`src/dll_defines.svh`:
```
// constants for the delay-locked clock loop: widths, register map, fields
`ifndef DLL_DEFINES_SVH
`define DLL_DEFINES_SVH
`define PW               10
`define DW               16
`define LCW              16
`define AW               8
`define SYNC_N           3
`define PIN_SRC          0
`define PIN_FB           1
`define PIN_RST          2
`define REG_CTRL         8'h00
`define REG_STATUS       8'h04
`define REG_PERIOD       8'h08
`define CTRL_RST         32'h0000_0103
`define CTRL_DCC         0
`define CTRL_DIV_LO      1
`define CTRL_DIV_HI      3
`define CTRL_WAIT        4
`define CTRL_SRST        5
`define CTRL_NET0_LO     6
`define CTRL_NET1_LO     8
`define RESP_OKAY        2'h0
`define RESP_DECERR      2'h3
`define LOCK_PERIODS_DEF 16'h0800
`endif

```
`src/dll_pkg.sv`:
```
// types shared by the delay-locked clock loop modules
`include "dll_defines.svh"
package dll_pkg;
  typedef enum logic [1:0] {VAR_FULL, VAR_HF, VAR_SIMPLE} loop_variant_t;
  typedef enum logic [1:0] {ST_HOLD, ST_MEASURE, ST_TRACK, ST_LOCKED} loop_state_t;
  typedef struct packed {
    logic [`SYNC_N-1:0] s1;
    logic [`SYNC_N-1:0] s2;
    logic [`SYNC_N-1:0] s3;
    logic [`SYNC_N-1:0] lvl;
  } sync_state_t;
  typedef struct packed {
    logic           aw_have;
    logic           w_have;
    logic [`AW-1:0] aw_addr;
    logic [31:0]    wdata;
    logic [3:0]     wstrb;
    logic           bvalid;
    logic [1:0]     bresp;
    logic           rvalid;
    logic [1:0]     rresp;
    logic [31:0]    rdata;
    logic [31:0]    ctrl;
  } axil_state_t;
  typedef struct packed {
    loop_state_t     st;
    logic            src_prev;
    logic            fb_prev;
    logic            fb_seen;
    logic            locked;
    logic            done;
    logic            dbl;
    logic            dv;
    logic [3:0]      ph;
    logic [1:0]      gnet;
    logic [`PW-1:0]  cnt;
    logic [`PW-1:0]  per;
    logic [`PW-1:0]  hi;
    logic [`PW-1:0]  tap;
    logic [`PW-1:0]  fb_pos;
    logic [`LCW-1:0] align;
    logic [`DW-1:0]  dv_cnt;
  } loop_reg_t;
endpackage : dll_pkg

```
`src/delay_locked_clock_loop.sv`:
```
// delay-locked clock loop: delay tracking, lock, phase, double and divide outputs
// Functional notes
// RULE_01: compare feedback with source, shift delay to cancel
// RULE_02: drive at most two same-edge global nets
// RULE_03: source comes from global buffer or pad
// RULE_04: feedback only from zero-phase or doubled output
// RULE_05: external feedback loop uses doubled output then
// RULE_06: four 1x phases at 0/25/50/75 percent
// RULE_07: high-frequency variant: half phase only, no doubled
// RULE_08: duty correction on gives equal high, low
// RULE_09: duty correction off copies source duty cycle
// RULE_10: locked doubled output is twice source, balanced
// RULE_11: before lock doubled output is 25 percent high
// RULE_12: divided output uses selected factor 1.5 to 16
// RULE_13: divided output always has balanced duty cycle
// RULE_14: loop reset drops lock within four source cycles
// RULE_15: loop reset active high, dynamic or tied low
// RULE_16: loop reset returns delay taps to zero
// RULE_17: lock only after alignment held many source cycles
// RULE_18: users ignore output clocks until lock
// RULE_19: wait option holds configuration done until lock
// RULE_20: simple macro: one output, no reset, lock, multiply
// RULE_21: fourfold clock needs two chained doubling loops
// RULE_22: large source period change requires loop reset
// RULE_23: lock registered, held low during loop reset
//
// The AXI4-Lite interface to the registers and the register offsets were left to the implementer.
`timescale 1ns/1ns
`include "dll_defines.svh"
module delay_locked_clock_loop
  import dll_pkg::*;
#(
  parameter loop_variant_t    VARIANT      = VAR_FULL,
  parameter logic [`LCW-1:0] LOCK_PERIODS = `LOCK_PERIODS_DEF
)
(
  input  wire logic           clk,
  input  wire logic           sys_rst,
  input  wire logic [`AW-1:0] s_axi_awaddr,
  input  wire logic           s_axi_awvalid,
  output      logic           s_axi_awready,
  input  wire logic [31:0]    s_axi_wdata,
  input  wire logic [3:0]     s_axi_wstrb,
  input  wire logic           s_axi_wvalid,
  output      logic           s_axi_wready,
  output      logic [1:0]     s_axi_bresp,
  output      logic           s_axi_bvalid,
  input  wire logic           s_axi_bready,
  input  wire logic [`AW-1:0] s_axi_araddr,
  input  wire logic           s_axi_arvalid,
  output      logic           s_axi_arready,
  output      logic [31:0]    s_axi_rdata,
  output      logic [1:0]     s_axi_rresp,
  output      logic           s_axi_rvalid,
  input  wire logic           s_axi_rready,
  input  wire logic           source_clock_input,
  input  wire logic           feedback_clock_input,
  input  wire logic           loop_reset,
  output      logic           phase_zero_out,
  output      logic           phase_quarter_out,
  output      logic           phase_half_out,
  output      logic           phase_three_quarter_out,
  output      logic           doubled_clock_out,
  output      logic           divided_clock_out,
  output      logic [1:0]     global_net_out,
  output      logic           lock_out,
  output      logic           config_done
);
  logic [`SYNC_N-1:0] pins_lvl;
  logic [31:0]        ctrl;
  logic [31:0]        status_w;
  logic [31:0]        period_w;
  loop_reg_t          q;
  loop_reg_t          d;
  logic               src_rise;
  logic               src_fall;
  logic               fb_rise;
  logic               lrst;
  logic               dcc;
  logic               run;
  logic [`PW-1:0]     pos;
  logic [`PW-1:0]     half;
  logic [`PW-1:0]     quarter;
  logic [`PW-1:0]     len1x;
  logic [`PW-1:0]     now_cnt;
  logic [`PW-1:0]     dpos;
  logic [`DW-1:0]     dv_per;
  logic [`DW-1:0]     dv_half;
  logic [`DW-1:0]     dv_nxt;

  pin_sync u_sync (
    .clk     (clk),
    .sys_rst (sys_rst),
    .pin_in  ({loop_reset, feedback_clock_input, source_clock_input}),
    .pin_lvl (pins_lvl)
  );

  dll_regs u_regs (
    .clk           (clk),
    .sys_rst       (sys_rst),
    .s_axi_awaddr  (s_axi_awaddr),
    .s_axi_awvalid (s_axi_awvalid),
    .s_axi_awready (s_axi_awready),
    .s_axi_wdata   (s_axi_wdata),
    .s_axi_wstrb   (s_axi_wstrb),
    .s_axi_wvalid  (s_axi_wvalid),
    .s_axi_wready  (s_axi_wready),
    .s_axi_bresp   (s_axi_bresp),
    .s_axi_bvalid  (s_axi_bvalid),
    .s_axi_bready  (s_axi_bready),
    .s_axi_araddr  (s_axi_araddr),
    .s_axi_arvalid (s_axi_arvalid),
    .s_axi_arready (s_axi_arready),
    .s_axi_rdata   (s_axi_rdata),
    .s_axi_rresp   (s_axi_rresp),
    .s_axi_rvalid  (s_axi_rvalid),
    .s_axi_rready  (s_axi_rready),
    .ctrl_q        (ctrl),
    .status_in     (status_w),
    .period_in     (period_w)
  );

  function automatic logic [`PW-1:0] wrap_sub(input logic [`PW-1:0] a,
                                              input logic [`PW-1:0] b,
                                              input logic [`PW-1:0] p);
    return (a >= b) ? a - b : a + p - b;
  endfunction : wrap_sub

  // divide factor in half steps: 1.5, 2, 2.5, 3, 4, 5, 8, 16
  function automatic logic [5:0] div_halves(input logic [2:0] c);
    case (c)
      3'h0:    return 6'h03;
      3'h1:    return 6'h04;
      3'h2:    return 6'h05;
      3'h3:    return 6'h06;
      3'h4:    return 6'h08;
      3'h5:    return 6'h0a;
      3'h6:    return 6'h10;
      default: return 6'h20;
    endcase
  endfunction : div_halves

  function automatic logic net_pick(input logic [1:0] s, input loop_reg_t n);
    case (s)
      2'h0:    return n.ph[0];
      2'h1:    return n.dbl;
      2'h2:    return n.dv;
      default: return n.ph[2];
    endcase
  endfunction : net_pick

  assign src_rise = pins_lvl[`PIN_SRC] & ~q.src_prev;
  assign src_fall = ~pins_lvl[`PIN_SRC] & q.src_prev;
  assign fb_rise  = pins_lvl[`PIN_FB] & ~q.fb_prev;
  assign lrst     = (VARIANT != VAR_SIMPLE) && (pins_lvl[`PIN_RST] || ctrl[`CTRL_SRST]);
  assign dcc      = ctrl[`CTRL_DCC];
  assign run      = (q.st == ST_TRACK) || (q.st == ST_LOCKED);
  assign half     = q.per >> 1;
  assign quarter  = q.per >> 2;
  assign now_cnt  = src_rise ? '0 : q.cnt + 1'b1;
  assign pos      = wrap_sub(q.cnt, q.tap, q.per);
  assign dpos     = (pos >= half) ? pos - half : pos;
  assign len1x    = dcc ? half : q.hi; // see RULE_08 see RULE_09
  assign dv_per   = (`DW'(div_halves(ctrl[`CTRL_DIV_HI:`CTRL_DIV_LO])) * `DW'(q.per)) >> 1;
  assign dv_half  = dv_per >> 1;
  assign dv_nxt   = q.dv_cnt + 1'b1;

  always_comb
  begin
    d          = q;
    d.src_prev = pins_lvl[`PIN_SRC];
    d.fb_prev  = pins_lvl[`PIN_FB];
    d.cnt      = now_cnt;
    if (src_fall)
      d.hi = now_cnt;
    if (fb_rise)
    begin
      d.fb_seen = 1'b1;
      d.fb_pos  = now_cnt;
    end
    if (src_rise)
    begin
      d.fb_seen = 1'b0;
      case (q.st)
        ST_HOLD:    d.st = ST_MEASURE;
        ST_MEASURE:
        begin
          d.per = q.cnt + 1'b1;
          d.st  = ST_TRACK;
        end
        ST_TRACK, ST_LOCKED:
        begin
          d.per = q.cnt + 1'b1;
          if (fb_rise)
          begin
            if (q.align == LOCK_PERIODS - 1'b1)
            begin
              d.locked = 1'b1; // see RULE_17
              d.st     = ST_LOCKED;
            end
            else
              d.align = q.align + 1'b1;
          end
          else if (q.fb_seen)
          begin
            d.align = '0;
            // feedback late: pull output earlier, else push later
            if (q.fb_pos < half)
              d.tap = (q.tap == '0) ? d.per - 1'b1 : q.tap - 1'b1; // see RULE_01
            else
              d.tap = q.tap + 1'b1; // see RULE_01
          end
          if (d.tap >= d.per)
            d.tap = '0;
        end
        default: d.st = ST_HOLD;
      endcase
    end
    if (lrst)
    begin
      d.st      = ST_HOLD;
      d.tap     = '0; // see RULE_16
      d.locked  = 1'b0; // see RULE_14 see RULE_23
      d.align   = '0;
      d.fb_seen = 1'b0;
      d.dv_cnt  = '0;
    end
    else
      d.dv_cnt = (dv_nxt >= dv_per) ? '0 : dv_nxt;
    for (int k = 0; k < 4; k++)
      d.ph[k] = run && (wrap_sub(pos, `PW'(k) * quarter + ((k == 3) ? `PW'(q.per[1]) : '0),
                                 q.per) < len1x); // see RULE_06
    if (VARIANT != VAR_FULL)
    begin
      d.ph[1] = 1'b0; // see RULE_07
      d.ph[3] = 1'b0;
    end
    if (VARIANT == VAR_SIMPLE)
      d.ph[2] = 1'b0; // see RULE_20
    // before lock: one pulse per source period, quarter high
    d.dbl = run && (VARIANT == VAR_FULL) &&
            (q.locked ? (dpos < quarter) : (pos < quarter)); // see RULE_10 see RULE_11
    d.dv  = run && (VARIANT == VAR_FULL) && (q.dv_cnt < dv_half); // see RULE_12 see RULE_13
    d.gnet[0] = net_pick(ctrl[`CTRL_NET0_LO +: 2], d); // see RULE_02
    d.gnet[1] = (VARIANT != VAR_SIMPLE) && net_pick(ctrl[`CTRL_NET1_LO +: 2], d);
    d.done    = !ctrl[`CTRL_WAIT] || d.locked; // see RULE_19
  end

  always_ff @(posedge clk or posedge sys_rst)
  begin
    if (sys_rst)
      q <= '0;
    else
      q <= d;
  end

  assign phase_zero_out          = q.ph[0];
  assign phase_quarter_out       = q.ph[1];
  assign phase_half_out          = q.ph[2];
  assign phase_three_quarter_out = q.ph[3];
  assign doubled_clock_out       = q.dbl;
  assign divided_clock_out       = q.dv;
  assign global_net_out          = q.gnet;
  assign lock_out                = (VARIANT == VAR_SIMPLE) ? 1'b0 : q.locked; // see RULE_20
  assign config_done             = q.done;
  assign status_w = {6'h00, q.tap, 12'h000, q.st, q.done, lock_out};
  assign period_w = {6'h00, q.hi, 6'h00, q.per};
endmodule : delay_locked_clock_loop

```
`src/pin_sync.sv`:
```
// three-stage synchroniser for the loop's pin inputs
`timescale 1ns/1ns
`include "dll_defines.svh"
module pin_sync
  import dll_pkg::*;
(
  input  wire logic               clk,
  input  wire logic               sys_rst,
  input  wire logic [`SYNC_N-1:0] pin_in,
  output      logic [`SYNC_N-1:0] pin_lvl
);
  sync_state_t s_q;
  sync_state_t s_d;

  always_comb
  begin
    s_d     = s_q;
    s_d.s1  = pin_in;
    s_d.s2  = s_q.s1;
    s_d.s3  = s_q.s2;
    // level moves only where stages two and three agree
    s_d.lvl = (s_q.s2 & s_q.s3) | (s_q.lvl & (s_q.s2 ^ s_q.s3));
  end

  always_ff @(posedge clk or posedge sys_rst)
  begin
    if (sys_rst)
      s_q <= '0;
    else
      s_q <= s_d;
  end

  assign pin_lvl = s_q.lvl;
endmodule : pin_sync

```
`src/dll_regs.sv`:
```
// axi4-lite register slave for the delay-locked clock loop
`timescale 1ns/1ns
`include "dll_defines.svh"
module dll_regs
  import dll_pkg::*;
(
  input  wire logic           clk,
  input  wire logic           sys_rst,
  input  wire logic [`AW-1:0] s_axi_awaddr,
  input  wire logic           s_axi_awvalid,
  output      logic           s_axi_awready,
  input  wire logic [31:0]    s_axi_wdata,
  input  wire logic [3:0]     s_axi_wstrb,
  input  wire logic           s_axi_wvalid,
  output      logic           s_axi_wready,
  output      logic [1:0]     s_axi_bresp,
  output      logic           s_axi_bvalid,
  input  wire logic           s_axi_bready,
  input  wire logic [`AW-1:0] s_axi_araddr,
  input  wire logic           s_axi_arvalid,
  output      logic           s_axi_arready,
  output      logic [31:0]    s_axi_rdata,
  output      logic [1:0]     s_axi_rresp,
  output      logic           s_axi_rvalid,
  input  wire logic           s_axi_rready,
  output      logic [31:0]    ctrl_q,
  input  wire logic [31:0]    status_in,
  input  wire logic [31:0]    period_in
);
  axil_state_t r_q;
  axil_state_t r_d;

  // 0 ctrl, 1 status, 2 period, 3 unmapped
  function automatic logic [1:0] reg_sel(input logic [`AW-1:0] a);
    logic [`AW-1:0] w;
    w = {a[`AW-1:2], 2'h0};
    if (w == `REG_CTRL)
      return 2'h0;
    else if (w == `REG_STATUS)
      return 2'h1;
    else if (w == `REG_PERIOD)
      return 2'h2;
    return 2'h3;
  endfunction : reg_sel

  assign s_axi_awready = !r_q.aw_have && !r_q.bvalid;
  assign s_axi_wready  = !r_q.w_have && !r_q.bvalid;
  assign s_axi_arready = !r_q.rvalid;

  always_comb
  begin
    r_d = r_q;
    if (r_q.bvalid && s_axi_bready)
      r_d.bvalid = 1'b0;
    if (r_q.rvalid && s_axi_rready)
      r_d.rvalid = 1'b0;
    if (s_axi_awvalid && s_axi_awready)
    begin
      r_d.aw_have = 1'b1;
      r_d.aw_addr = s_axi_awaddr;
    end
    if (s_axi_wvalid && s_axi_wready)
    begin
      r_d.w_have = 1'b1;
      r_d.wdata  = s_axi_wdata;
      r_d.wstrb  = s_axi_wstrb;
    end
    if (r_d.aw_have && r_d.w_have)
    begin
      r_d.aw_have = 1'b0;
      r_d.w_have  = 1'b0;
      r_d.bvalid  = 1'b1;
      r_d.bresp   = `RESP_OKAY;
      case (reg_sel(r_d.aw_addr))
        2'h0:
          for (int b = 0; b < 4; b++)
            if (r_d.wstrb[b])
              r_d.ctrl[8*b +: 8] = r_d.wdata[8*b +: 8];
        2'h1, 2'h2: ;
        default: r_d.bresp = `RESP_DECERR;
      endcase
    end
    if (s_axi_arvalid && s_axi_arready)
    begin
      r_d.rvalid = 1'b1;
      r_d.rresp  = `RESP_OKAY;
      case (reg_sel(s_axi_araddr))
        2'h0: r_d.rdata = r_q.ctrl;
        2'h1: r_d.rdata = status_in;
        2'h2: r_d.rdata = period_in;
        default:
        begin
          r_d.rdata = 32'h0000_0000;
          r_d.rresp = `RESP_DECERR;
        end
      endcase
    end
  end

  always_ff @(posedge clk or posedge sys_rst)
  begin
    if (sys_rst)
    begin
      r_q      <= '0;
      r_q.ctrl <= `CTRL_RST;
    end
    else
      r_q <= r_d;
  end

  assign s_axi_bvalid = r_q.bvalid;
  assign s_axi_bresp  = r_q.bresp;
  assign s_axi_rvalid = r_q.rvalid;
  assign s_axi_rresp  = r_q.rresp;
  assign s_axi_rdata  = r_q.rdata;
  assign ctrl_q       = r_q.ctrl;
endmodule : dll_regs

```
`config.mk`:
```
export PLATFORM = sky130hd
export DESIGN_NAME = delay_locked_clock_loop
export DESIGN_NICKNAME = d
export VERILOG_FILES = /design/src/dll_pkg.sv /design/src/delay_locked_clock_loop.sv /design/src/pin_sync.sv /design/src/dll_regs.sv
export VERILOG_INCLUDE_DIRS = /design/src
export SDC_FILE = /design/constraint.sdc
export NUM_CORES = 1
export LEC_CHECK = 0
export BUFFER_PORTS_ARGS = -buffer_cell sky130_fd_sc_hd__buf_4
export CAP_MARGIN = 10
export CORE_ASPECT_RATIO = 0.9
export CORE_MARGIN = 4
export CORE_UTILIZATION = 30
export CTS_CLUSTER_SIZE = 28
export DETAILED_ROUTE_END_ITERATION = 8
export SKIP_LAST_GASP = 1
export SLEW_MARGIN = 20
export SYNTH_ARGS = -nofsm -noshare
export SYNTH_HDL_FRONTEND = slang
export SYNTH_SLANG_ARGS = --single-unit
```
`constraint.sdc`:
```
create_clock -name clk -period 21.2 [get_ports clk]
set_input_delay 1.06 -clock clk [delete_from_list [all_inputs] [get_ports clk]]
set_output_delay 1.06 -clock clk [all_outputs]
set_load 0.01 [all_outputs]
```
==> summary.md <==
| Metric | Value |
|---|---|
| Skew-Pair Late Insertion Delay | around 0.53 ns |
| DRC errors left | 0 |
| Layout Cells excl Fill | a little under 3k |
| RR Startpoint | q[72] |
| CTS tree | done |
| Die Area | 65,840 µm² |
| Initial antenna violation count | 4 |
| Post-CTS Setup Inserts | 0 |
| Max-slew violations | 0 |
| CTS clk-pin slew, worst paths | 0.06 ns |
| Critical path data required time | 21.64 ns |
| 1st-iter DRT viols | 1,260 |
| CP Class | flop to flop |
| Routed met2 length | 23,280 µm |
| Placer Congestion | 0.9367 |
| Worst setup EP type | flop |
| Vias in the first global route | 14.77k |
| Post-synth ARST share | 100.0% |
| Slew headroom | 23.44% |
| Number of synthesized flops with an enable pin | 0 |
| HP Class | flop to flop |
| NumNets Final | 2,411 |
| Worst reg2reg endpoint | global_net_out[0] |
| Post-synthesis cell count | 2,035 |
| Buf/Inv on CP | 3 |
| Root Driver | clkbuf_16 |
| Width of the die | 270.0 µm |
| RSZ-0062 raised after global routing | false |
| Routed vias | 15.29k |
| Compound-Gate Fraction of Synth Area | 17.06% |
| Delay-heaviest family, CP | compound AO/OA/AOI/OAI gates |
| Area delta synth->final | 11.94% |
| Sequential share of the synthesized area | roughly 30% |
| CTS Buf Count | 24 |
| Longest Clk Path Bufs | 3 |
| Critical Path Source Type | flop |
| Met3 wire len | 3412 µm |
| Initial core utilization | between 30 and 40% |
| Worst-case reg-to-reg path depth | 30 |
| Hold Path Sink | u_sync.s_d[5] |
| Worst Hold Depth | 0 |
| I/O Buffers | 108 |
| Gr ovfl total | 0 |
| Syn Nets | 2,359 |
| XOR/XNOR Fraction of Synth Area | under 10% |
| Global-route wire length before repair | 84,390 µm |
| Floorplan core area | 61,230 µm² |
| FMAX | 0.1106 GHz |
| Main combinational cell family by area after synthesis | adder cells |
| Final Cycle Share | between 40 and 50% |
| Drt pass-1 iters | 5 |
| Fin Clk Skew | 0.01499 ns |
| I/O Pins | 113 |
| Final Hold Fails | 0 |
| Worst reg2reg setup slack | approximately 12 ns |
| Max layer used | met4 |
| M1 WL | 25,430 µm |
| Max-cap check violation count | 0 |
| Yosys warns | 0 |
| H-tree levels | 1 |
| Worst-path maximum fanout | 12 |
| Routed wire length | between 50,000 and 60,000 µm |
| Routed Antenna Nets | 0 |
| Slowest stage cell, crit path | a31oi_1 |
| Clock period minus final worst setup slack | slightly above 9 ns |
| Syn avg cell area | 9.110 µm² |
| Area share of and/or/nand/nor cells after synthesis | between 15 and 20% |
| Placed insts | 2,853 |
| Total track usage | between 15 and 20% |
| Routed WL per cell | about 19 µm |
| FP Rows | 86 |
| # resized after CTS | 0 |
| Multiplexer area fraction after synthesis | 7.032% |
| Die Ht | 243.8 µm |
| Synth Register Bits | roughly 220 |
| Final Setup Violations | 0 |
| Yosys cell types | between 80 and 90 |
| Largest net degree at the start of global routing | 138 |
| Largest stage delay, worst path | approximately 0.77 ns |
| Hold Startpoint | u_sync.s_d[8] |
| HPWL after DPL | 41,260 µm |
| Worst Path Arrival | between 9 and 10 ns |
| Clock sinks | 221 |
| Worst-Margin Slew | ~1.1 ns |
| Setup tns final | 0 ns |
| Via density | roughly 5.3 |
| Status | finished clean |
| Layout cell share with drive strength beyond 1 | between 10% and 20% |
| Netlist Area Pre-Place | 18,540 µm² |
| Synth Area in Adders | 19.84% |
| Ys flop type | dfrtp_1 |
| Cts hold-fix bufs | 0 |
==> routing by layer <==
metal	vias up	GRT usage, %
met4	0	5.409
met3	97	3.112
li1	7291	-
met5	-	0
met1	7453	22.35
met2	452	24.35
==> state kept, by name (all words and copies together), names as in the netlist, 2 cells and up <==
signal,count
half,9
global_net_out,2
u_sync.s_d,6
u_sync.pin_lvl,3
period_w,11
u_regs.s_axi_rdata,32
u_regs.ctrl_q,32
u_sync.s_q,3
u_regs.r_q,44
q,67
==> layout make-up <==
cell class	count	area (µm²)
Antenna cell	3	7.507
Clock buffer	33	654.4
Clock inverter	9	112.6
Fill cell	6240	40470
Inverter	150	573.1
Multi-Input combinational cell	1561	11910
Sequential cell	221	5534
Tap cell	792	991.0
Timing Repair Buffer	129	972.2
==> cells in the mapped netlist (42+ instances only) <==
cell	instances	share of area, %
xor2_1	42	2.0
o21ai_0	144	3.9
clkbuf_1	58	1.2
xnor2_1	65	3.1
nand3_1	47	1.3
nor2_1	139	2.8
mux2_2	82	5.0
dfrtp_1	218	29
a21o_1	53	2.1
fa_1	52	5.6
inv_1	148	3.0
nor3_1	66	1.8
ha_1	210	14
nand2_1	166	3.4
a21oi_1	113	3.1
==> stage by stage <==
step                      cell area [µm²]  setup slack (ns)  utilization [%]  hold slack (ns)
final                               20750             12.15            33.89           0.3487
after global routing                20750             11.59            33.89           0.3557
after CTS                           20730             12.37            33.86           0.3532
after detailed placement            19970             12.41            32.61           0.3394
after global placement              19970             12.45            32.61           0.3355
after floorplan                     18540             14.10                -           0.3312
==> kinds of logic (layout without fill, tap and decap cells) <==
family,Yosys count,count (layout)
other cells,1,4
simple gates,582,582
mux,120,120
xor+xnor,108,108
compound gates,487,487
fa+ha+maj,263,263
buf+inv,253,321
flops,221,221
==> cell usage in the layout, fill, tap and decap left out, drive strengths merged, types with 7 or more instances in the layout <==
cell	synthesis	routed
a22o	35	35
nand3	47	47
and3	18	18
ha	210	210
a31oi	10	10
nand2	166	166
a21oi	113	113
nor4	7	7
nand4	22	22
inv	150	151
a21o	53	53
o21ai	148	148
buf	45	129
fa	52	52
a211oi	15	15
nor3	66	66
o211ai	7	7
nor2	139	139
clkbuf	58	33
xnor2	66	66
o21a	19	19
or3	7	7
and2	40	40
nand2b	21	21
o21bai	13	13
nor2b	24	24
o31ai	16	16
dfrtp	218	218
xor2	42	42
mux2i	38	38
mux2	82	82
==> worst max-delay path by stage <==
stage,startpoint,end,slack [ns],cells after the start
after floorplan,sys_rst,config_done,14.10,1
after global placement,q[72],global_net_out[0],12.45,30
after detailed placement,q[72],global_net_out[0],12.41,30
after CTS,q[72],global_net_out[0],12.37,30
after global routing,q[72],global_net_out[0],11.59,30
final,q[72],global_net_out[0],12.15,30
Power is not shown: default switching activity piles up to over one toggle a cycle in this logic, so the estimate is an artifact.
